`config.mk`:
```
export PLATFORM = sky130hd
export DESIGN_NAME = ivp_top
export DESIGN_NICKNAME = d
export VERILOG_FILES = /design/src/shared/ivp_pkg.sv /design/src/shared/ivp_vec_if.sv /design/src/core/ivp_top.sv /design/src/core/ivp_vec_mem.sv
export SDC_FILE = /design/constraint.sdc
export NUM_CORES = 1
export LEC_CHECK = 0
export ABC_AREA = 1
export BUFFER_PORTS_ARGS = -buffer_cell sky130_fd_sc_hd__buf_4
export CORE_UTILIZATION = 45
export DETAILED_ROUTE_END_ITERATION = 6
export GPL_TIMING_DRIVEN = 1
export PLACE_DENSITY = 0.7
export SYNTH_ARGS = -nofsm -noshare
export SYNTH_HDL_FRONTEND = slang
export SYNTH_HIERARCHICAL = 1
export SYNTH_SLANG_ARGS = --single-unit
```
`constraint.sdc`:
```
create_clock -name ref_clk -period 3.1 [get_ports ref_clk]
set_input_delay 0.31 -clock ref_clk [delete_from_list [all_inputs] [get_ports ref_clk]]
set_output_delay 0.31 -clock ref_clk [all_outputs]
set_load 0.02 [all_outputs]
```
`src/shared/ivp_pkg.sv`:
```
package ivp_pkg;

  // ----------------------------------------------------------------
  // Vector window
  // ----------------------------------------------------------------
  localparam logic [15:0] VEC_BASE  = 16'hff80;
  localparam logic [15:0] VEC_TOP   = 16'hffff;
  localparam int          WORD_W    = 16;
  localparam int          WIDX_W    = 6;
  localparam int          IDX_W     = 8;
  localparam int          NSLOT     = 8;
  localparam int          SLOT_W    = 3;

  // ----------------------------------------------------------------
  // Source slots, highest priority first
  // ----------------------------------------------------------------
  localparam logic [2:0] SL_RST = 3'h0;
  localparam logic [2:0] SL_NMI = 3'h1;
  localparam logic [2:0] SL_TMB = 3'h2;
  localparam logic [2:0] SL_WDT = 3'h3;
  localparam logic [2:0] SL_SA  = 3'h4;
  localparam logic [2:0] SL_SB  = 3'h5;
  localparam logic [2:0] SL_P1  = 3'h6;
  localparam logic [2:0] SL_P2  = 3'h7;

  localparam logic [15:0] VEC_RST = 16'hfffe;
  localparam logic [15:0] VEC_NMI = 16'hfffc;
  localparam logic [15:0] VEC_TMB = 16'hfff2;
  localparam logic [15:0] VEC_WDT = 16'hffee;
  localparam logic [15:0] VEC_SA  = 16'hffec;
  localparam logic [15:0] VEC_SB  = 16'hffea;
  localparam logic [15:0] VEC_P1  = 16'hffe6;
  localparam logic [15:0] VEC_P2  = 16'hffe4;

  localparam logic [5:0] PRI_RST = 6'h3f;
  localparam logic [5:0] PRI_NMI = 6'h3e;
  localparam logic [5:0] PRI_TMB = 6'h39;
  localparam logic [5:0] PRI_WDT = 6'h37;
  localparam logic [5:0] PRI_SA  = 6'h36;
  localparam logic [5:0] PRI_SB  = 6'h35;
  localparam logic [5:0] PRI_P1  = 6'h33;
  localparam logic [5:0] PRI_P2  = 6'h32;

  localparam logic [15:0] SLOT_VEC [0:NSLOT-1] =
    '{VEC_RST, VEC_NMI, VEC_TMB, VEC_WDT, VEC_SA, VEC_SB, VEC_P1, VEC_P2};
  localparam logic [5:0] SLOT_PRI [0:NSLOT-1] =
    '{PRI_RST, PRI_NMI, PRI_TMB, PRI_WDT, PRI_SA, PRI_SB, PRI_P1, PRI_P2};

  // ----------------------------------------------------------------
  // Serial flag layouts
  // ----------------------------------------------------------------
  localparam int         SA_W        = 4;     // rx, tx, tx_complete, start_seen
  localparam logic [3:0] SA_SYNC_MSK = 4'h3;
  localparam logic [3:0] SA_ASYN_MSK = 4'hf;
  localparam int         SB_W        = 14;    // rx0 tx0 .. rx3 tx3, al, nack, stt, stp, cnt, bit9
  localparam logic [13:0] SB_SPI_MSK = 14'h0003;
  localparam logic [13:0] SB_I2C_MSK = 14'h3fff;

  // ----------------------------------------------------------------
  // Sequencer states
  // ----------------------------------------------------------------
  typedef enum logic [1:0] {
    ST_IDLE  = 2'h0,
    ST_READ  = 2'h1,
    ST_OFFER = 2'h3,
    ST_LOAD  = 2'h2
  } ivp_state_t;

endpackage

```
`src/shared/ivp_vec_if.sv`:
```
`timescale 1ns/1ps
interface ivp_vec_if;
  import ivp_pkg::*;
  logic              wr_en;
  logic [WIDX_W-1:0] wr_idx;
  logic [WORD_W-1:0] wr_data;
  logic              rd_en;
  logic [WIDX_W-1:0] rd_idx;
  logic [WORD_W-1:0] rd_data;

  modport ctrl (output wr_en, output wr_idx, output wr_data,
                output rd_en, output rd_idx, input rd_data);
  modport mem  (input wr_en, input wr_idx, input wr_data,
                input rd_en, input rd_idx, output rd_data);
endinterface

```
`src/core/ivp_top.sv`:
```
// How it works
// - Vectors sit in window FF80h to FFFFh
// - Vector word is handler address for PC
// - Reset sources use FFFEh, priority 63
// - System nonmaskable events use FFFCh, priority 62
// - Second timer flags share FFF2h, priority 57
// - Watchdog interval flag uses FFEEh, priority 55
// - First serial unit flags share FFECh, 54
// - Second serial unit flags share FFEAh, 53
// - Port one pins merge at FFE6h, 51
// - Port two pins merge at FFE4h, 50
`timescale 1ns/1ps
module ivp_top (
  input  logic                      ref_clk,
  input  logic                      rst_n,
  input  logic                      global_int_enable,
  input  logic                      irq_ack,
  input  logic                      brownout_flag,
  input  logic                      supply_supervisor_flag,
  input  logic                      pin_reset_flag,
  input  logic                      watchdog_flag,
  input  logic                      watchdog_interval_mode,
  input  logic                      key_violation_flag,
  input  logic                      software_por_flag,
  input  logic                      software_bor_flag,
  input  logic                      reset_cause_vector,
  input  logic                      freq_lock_loss_flag,
  input  logic                      vacant_access_flag,
  input  logic                      debug_mailbox_in_flag,
  input  logic                      debug_mailbox_out_flag,
  input  logic                      correctable_error_flag,
  input  logic                      uncorrectable_error_flag,
  input  logic                      timer_b_cc1_flag,
  input  logic                      timer_b_cc2_flag,
  input  logic                      timer_b_overflow_flag,
  input  logic [ivp_pkg::SA_W-1:0]  serial_a_flags,
  input  logic                      serial_a_sync_mode,
  input  logic [ivp_pkg::SB_W-1:0]  serial_b_flags,
  input  logic                      serial_b_spi_mode,
  input  logic [7:0]                port_one_change_flags,
  input  logic [7:0]                port_two_change_flags,
  input  logic                      tbl_wr_en,
  input  logic [ivp_pkg::WIDX_W-1:0] tbl_wr_idx,
  input  logic [ivp_pkg::WORD_W-1:0] tbl_wr_data,
  output logic                      irq_req,
  output logic [ivp_pkg::WORD_W-1:0] vector_addr,
  output logic [ivp_pkg::WORD_W-1:0] handler_addr,
  output logic [5:0]                int_priority,
  output logic                      pc_load,
  output logic                      sys_reset_req,
  output logic [ivp_pkg::IDX_W-1:0] timer_b_vector_index,
  output logic [ivp_pkg::IDX_W-1:0] serial_a_vector_index,
  output logic [ivp_pkg::IDX_W-1:0] serial_b_vector_index,
  output logic [ivp_pkg::IDX_W-1:0] port_one_vector_index,
  output logic [ivp_pkg::IDX_W-1:0] port_two_vector_index
);
  import ivp_pkg::*;

  // ----------------------------------------------------------------
  // State
  // ----------------------------------------------------------------
  typedef struct packed {
    ivp_state_t        st;
    logic [SLOT_W-1:0] slot;
    logic              irq;
    logic              pc_load;
    logic              sys_rst;
    logic              rd_en;
    logic [WIDX_W-1:0] rd_idx;
    logic [WORD_W-1:0] vec;
    logic [5:0]        pri;
    logic [IDX_W-1:0]  tb_idx;
    logic [IDX_W-1:0]  sa_idx;
    logic [IDX_W-1:0]  sb_idx;
    logic [IDX_W-1:0]  p1_idx;
    logic [IDX_W-1:0]  p2_idx;
  } ivp_ctl_t;

  localparam ivp_ctl_t CTL_RST = ivp_ctl_t'(0);

  ivp_ctl_t          q;
  ivp_ctl_t          d;
  logic [NSLOT-1:0]  pend;
  logic [SLOT_W-1:0] win;
  ivp_vec_if         vif ();

  // ----------------------------------------------------------------
  // Helpers
  // ----------------------------------------------------------------
  // Lowest set flag i gives index 2*(i+1), none gives zero
  function automatic logic [IDX_W-1:0] enc_low(input logic [15:0] f);
    logic [IDX_W-1:0] r;
    r = '0;
    for (int i = 15; i >= 0; i--) begin
      if (f[i]) begin
        r = IDX_W'((i + 1) * 2);
      end
    end
    return r;
  endfunction

  // Lowest slot number is highest priority
  function automatic logic [SLOT_W-1:0] pick(input logic [NSLOT-1:0] p);
    logic [SLOT_W-1:0] r;
    r = '0;
    for (int i = NSLOT - 1; i >= 0; i--) begin
      if (p[i]) begin
        r = SLOT_W'(i);
      end
    end
    return r;
  endfunction

  function automatic logic [WIDX_W-1:0] word_idx(input logic [WORD_W-1:0] v);
    logic [WORD_W-1:0] off;
    off = v - VEC_BASE;
    return off[WIDX_W:1];
  endfunction

  // Latch a winner and start the table read
  function automatic ivp_ctl_t launch(input ivp_ctl_t c, input logic [SLOT_W-1:0] w);
    ivp_ctl_t r;
    r        = c;
    r.slot   = w;
    r.vec    = SLOT_VEC[w];
    r.pri    = SLOT_PRI[w];
    r.rd_idx = word_idx(SLOT_VEC[w]);
    r.rd_en  = 1'b1;
    r.st     = ST_READ;
    return r;
  endfunction

  // ----------------------------------------------------------------
  // Source merge
  // ----------------------------------------------------------------
  always_comb begin
    pend         = '0;
    pend[SL_RST] = brownout_flag | supply_supervisor_flag | pin_reset_flag
                 | (watchdog_flag & ~watchdog_interval_mode) | key_violation_flag
                 | software_por_flag | software_bor_flag | reset_cause_vector
                 | freq_lock_loss_flag;
    pend[SL_NMI] = vacant_access_flag | debug_mailbox_in_flag | debug_mailbox_out_flag
                 | correctable_error_flag | uncorrectable_error_flag;
    pend[SL_TMB] = global_int_enable
                 & (timer_b_cc1_flag | timer_b_cc2_flag | timer_b_overflow_flag);
    pend[SL_WDT] = global_int_enable & watchdog_flag & watchdog_interval_mode;
    pend[SL_SA]  = global_int_enable & (|(serial_a_flags
                 & (serial_a_sync_mode ? SA_SYNC_MSK : SA_ASYN_MSK)));
    pend[SL_SB]  = global_int_enable & (|(serial_b_flags
                 & (serial_b_spi_mode ? SB_SPI_MSK : SB_I2C_MSK)));
    pend[SL_P1]  = global_int_enable & (|port_one_change_flags);
    pend[SL_P2]  = global_int_enable & (|port_two_change_flags);
    win          = pick(pend);
  end

  // ----------------------------------------------------------------
  // Sequencer
  // ----------------------------------------------------------------
  always_comb begin
    d         = q;
    d.pc_load = 1'b0;
    d.rd_en   = 1'b0;
    d.sys_rst = pend[SL_RST];
    d.tb_idx  = enc_low({13'h0000, timer_b_overflow_flag, timer_b_cc2_flag,
                         timer_b_cc1_flag});
    d.sa_idx  = enc_low({12'h000,
                         serial_a_flags & (serial_a_sync_mode ? SA_SYNC_MSK : SA_ASYN_MSK)});
    d.sb_idx  = enc_low({2'h0,
                         serial_b_flags & (serial_b_spi_mode ? SB_SPI_MSK : SB_I2C_MSK)});
    d.p1_idx  = enc_low({8'h00, port_one_change_flags});
    d.p2_idx  = enc_low({8'h00, port_two_change_flags});
    case (q.st)
      ST_IDLE: begin
        if (|pend) begin
          d = launch(d, win);
        end
      end
      ST_READ: begin
        if (!pend[q.slot]) begin
          d.st = ST_IDLE;
        end else begin
          d.st  = ST_OFFER;
          d.irq = 1'b1;
        end
      end
      ST_OFFER: begin
        if (!pend[q.slot] || (win < q.slot)) begin
          d.irq = 1'b0;
          if (|pend) begin
            d = launch(d, win);
          end else begin
            d.st = ST_IDLE;
          end
        end else if (irq_ack) begin
          d.irq     = 1'b0;
          d.pc_load = 1'b1;
          d.st      = ST_LOAD;
        end
      end
      ST_LOAD: begin
        d.st = ST_IDLE;
      end
      default: begin
        d = CTL_RST;
      end
    endcase
  end

  always_ff @(posedge ref_clk) begin
    if (!rst_n) begin
      q <= CTL_RST;
    end else begin
      q <= d;
    end
  end

  // ----------------------------------------------------------------
  // Handler table
  // ----------------------------------------------------------------
  assign vif.wr_en   = tbl_wr_en;
  assign vif.wr_idx  = tbl_wr_idx;
  assign vif.wr_data = tbl_wr_data;
  assign vif.rd_en   = q.rd_en;
  assign vif.rd_idx  = q.rd_idx;

  ivp_vec_mem u_mem (
    .ref_clk (ref_clk),
    .rst_n   (rst_n),
    .vif     (vif)
  );

  // ----------------------------------------------------------------
  // Outputs
  // ----------------------------------------------------------------
  assign irq_req               = q.irq;
  assign vector_addr           = q.vec;
  assign handler_addr          = vif.rd_data;
  assign int_priority          = q.pri;
  assign pc_load               = q.pc_load;
  assign sys_reset_req         = q.sys_rst;
  assign timer_b_vector_index  = q.tb_idx;
  assign serial_a_vector_index = q.sa_idx;
  assign serial_b_vector_index = q.sb_idx;
  assign port_one_vector_index = q.p1_idx;
  assign port_two_vector_index = q.p2_idx;
endmodule

```
`src/core/ivp_vec_mem.sv`:
```
`timescale 1ns/1ps
module ivp_vec_mem (
  input  logic   ref_clk,
  input  logic   rst_n,
  ivp_vec_if.mem vif
);
  import ivp_pkg::*;

  // ----------------------------------------------------------------
  // Handler word table over the vector window
  // ----------------------------------------------------------------
  logic [WORD_W-1:0] words [0:(1<<WIDX_W)-1];
  logic [WORD_W-1:0] rd_q;

  always_ff @(posedge ref_clk) begin
    if (vif.wr_en) begin
      words[vif.wr_idx] <= vif.wr_data;
    end
  end

  // Read data held until the next read
  always_ff @(posedge ref_clk) begin
    if (!rst_n) begin
      rd_q <= '0;
    end else if (vif.rd_en) begin
      rd_q <= words[vif.rd_idx];
    end
  end

  assign vif.rd_data = rd_q;
endmodule

```
==> impl_metrics.ini <==
[critical_path]
max_stage_delay_ps = 570
crit_required_ps = 3680
critPathKind = input pin to flip-flop
critPathCaptureType = flip-flop
arrival_ps = 3460
crit_chain = dlygate4sd3_1 -> buf_4 -> nor2_1 -> dlygate4sd3_1 -> nand2_1 -> nor2_2 -> nand2_1 -> nor2_2 -> nand2_1 -> inv_1 -> ha_1 -> a21oi_2 -> nand2_4 -> nand3_4 -> nand2_4 -> inv_1 -> nand3_1 -> a21oi_2
critPathLaunchType = input pin
crit_top_cell = nand2_1
cp_slowest_cell = dlygate4sd3_1
cp_max_fo = 12

[global_routing]
grt-busiest-layer = met2
grt_antenna_before_repair = 1
grt_pass1_vias = 28500
overflow = 0
grt_max_degree = 98
grt_util_met1 = 0.308
gr-usage-all-layers = 0.226
use_met3 = 0.0430
grt_pass1_wl_um = 171000
use_met2 = 0.364

[timing]
tightestPinTransition_ps = 857
fin_crit_ps = 2880
finalSetupViolations = 0
drv_slew = 0
rsz0062_at_grt = false
min_period_over_period = 0.928
fmax_ghz = 0.348
hold_viol = 0
final.setup.worst_slack_ps = 224
finClkSkew_ps = 25.9
relSlewSlack = 0.428
setup_tns_ps = 0

[synth]
synthCells = 3872
synthDistinctLibCells = 40
ys.flop_type = edfxtp_1
async_reset_ff_frac = 0
yosysSeqAreaShare = 0.712
yosys_register_bits = 1071
synth_warnings = 6
syn-cell-area_um2 = 44500
synth-edff-count = 1024
synth_area_per_cell_um2 = 11.5

[power_and_ir_drop]
ir_drop_mv = 0.516
p_per_area_nw_per_um2 = 845
leakagePower_nw = 18.5
power_mw = 42.7

[min_path]
min_path_type = input pin to flip-flop

[detailed_routing]
drc = 0
drt_iter0_markers = 3294
ant_nets = 0
firstDrtPassIters = 6
wire_per_inst_um = 21.2
num_vias = 30000
routed_wl_um = 115000
vias_per_cell = 5.56

[placement]
place.gp.congestion = 0.878
dpl.hpwl_um = 63500
numPortBuffers = 137
place_ws_ps = 243

[clock_tree]
clock_path_buffers = 3
root_buffer = clkbuf_16
cts.htree.levels = 3
insertion_delay_ps = 690
clk_pin_slew_ps = 50
cts_inserted_buffers = 106
cts_setup_buffers = 0
cts_tree = yes
cts.sinks = 1071

[cells_and_area]
nets = 4113
antenna_cells = 0
areaGrowthSynthToFinish_pct = 13.5
drive_gt1_frac = 0.113

[floorplan]
dieArea_um2 = 100000
row_count = 115
initial_core_util = 0.454
core_area_um2 = 98100
pin_count = 162
die_h_um = 317
die_w_um = 317

[run]
drv_cap = 0

[status]
status = finished clean
[where the power goes]
part	total [mW]	switching (mW)	internal (mW)
Sequential	16.4	0.258	16.1
Clock	12.4	5.31	7.05
Combinational	14.0	9.88	4.08
[critical path: cells and delay by family]
family	cells	cell delay, ps
adder cells (fa/ha/maj)	1	260
AND/OR/NAND/NOR	10	1080
buffers and inverters	5	1440
AO/OA/AOI/OAI	2	340
[metrics by stage]
| stage | util | cells | hold slack (ps) | cell area, µm² |
|---|---|---|---|---|
| after global placement | 0.477 | 5163 | 460 | 46800 |
| final | 0.515 | 5397 | 89.2 | 50500 |
| after detailed placement | 0.477 | 5163 | 462 | 46800 |
| after global routing | 0.515 | 5397 | 89.7 | 50500 |
| after floorplan | - | 3895 | 388 | 44600 |
| after CTS | 0.515 | 5397 | 49.5 | 50500 |
[cells in the mapped netlist, types with 10 or more instances]
cell type	count	share of area
nand2_1	1241	0.10
edfxtp_1	1024	0.69
nand3_1	970	0.11
buf_2	119	0.013
nor2_1	119	0.010
buf_4	83	0.014
inv_1	64	0.0054
dfxtp_1	47	0.021
buf_6	42	0.011
clkbuf_1	31	0.0026
a21oi_1	24	0.0027
buf_1	19	0.0016
nand4_1	12	0.0017
nor3_1	10	0.0011
o21ai_0	10	0.0011
[cell type report]
type,instances,area (µm²)
Clock buffer,144,2870
Clock inverter,50,469
Timing Repair Buffer,316,2770
Fill cell,8250,47600
Multi-Input combinational cell,2460,10800
Inverter,69,285
Tap cell,1287,1610
Sequential cell,1071,31700
[layer usage]
layer	vias up	wire (µm)
li1	13800	-
met1	14500	46400
met2	1472	54200
met3	227	10300
met4	0	3720
met5	-	0
[cells in the final DEF, fill, tap and decap left out, types with 2 or more instances in the layout]
cell type      netlist  routed
a211oi_1             3       3
a21oi_1             24      23
a21oi_2              4       5
a31oi_1              2       2
buf_12               0      24
buf_4               83     252
bufinv_16            0       7
clkbuf_1            31      33
clkbuf_16            0     108
clkbuf_8             0       3
clkinv_1             0      12
clkinv_2             0      24
clkinv_8             0       2
clkinvlp_4           0       3
conb_1               1      24
dfxtp_1             47      42
dfxtp_2              0       2
dfxtp_4              0       3
dlygate4sd3_1        0      40
edfxtp_1          1024    1024
ha_1                 8       8
inv_1               64      63
inv_2                4       3
nand2_1           1241    1241
nand2_2              3       3
nand2_4              2       2
nand3_1            970     970
nand3b_1             2       2
nand4_1             12      12
nor2_1             119     117
nor2_2               3       5
nor3_1              10      10
nor4_2               0       8
o21ai_0             10      10
o21ai_1              4       4
[final timing paths]
check | from | to | slack, ps | cells after the start
max | software_bor_flag | vif.rd_idx[1] | 220 | 18
min | serial_b_flags[3] | serial_b_vector_index[1] | 90 | 6
max reg2reg | vif.rd_idx[0] | u_mem/vif.rd_data[9] | 470 | 12
min reg2reg | irq_req | irq_req | 470 | 2
[registers in the layout (all words and copies together) (netlist names)]
signal and flops:
serial_a_vector_index 3, pc_load 1, irq_req 1, u_mem/words 1024, q 5, vif.rd_idx 5
sys_reset_req 1, serial_b_vector_index 4, vif.rd_en 1, timer_b_vector_index 2, u_mem/vif.rd_data 16, port_two_vector_index 4
port_one_vector_index 4
[cells by family after synthesis]
kind of cell | synth area share
buffers and inverters | 0.0485
other | 0.0000842
adders and majority gates | 0.00225
and+or+nand+nor | 0.230
DFF | 0.712
AOI/OAI and AO/OA | 0.00717
[what timing repair did]
item | CTS | global route
hold buffers | 40 | 0
resized for setup | 0 | 3
setup endpoints to repair | 0 | 11
endpoints found under the hold margin | 23 | 0
No activity file was read; power rests on OpenSTA's default activity.
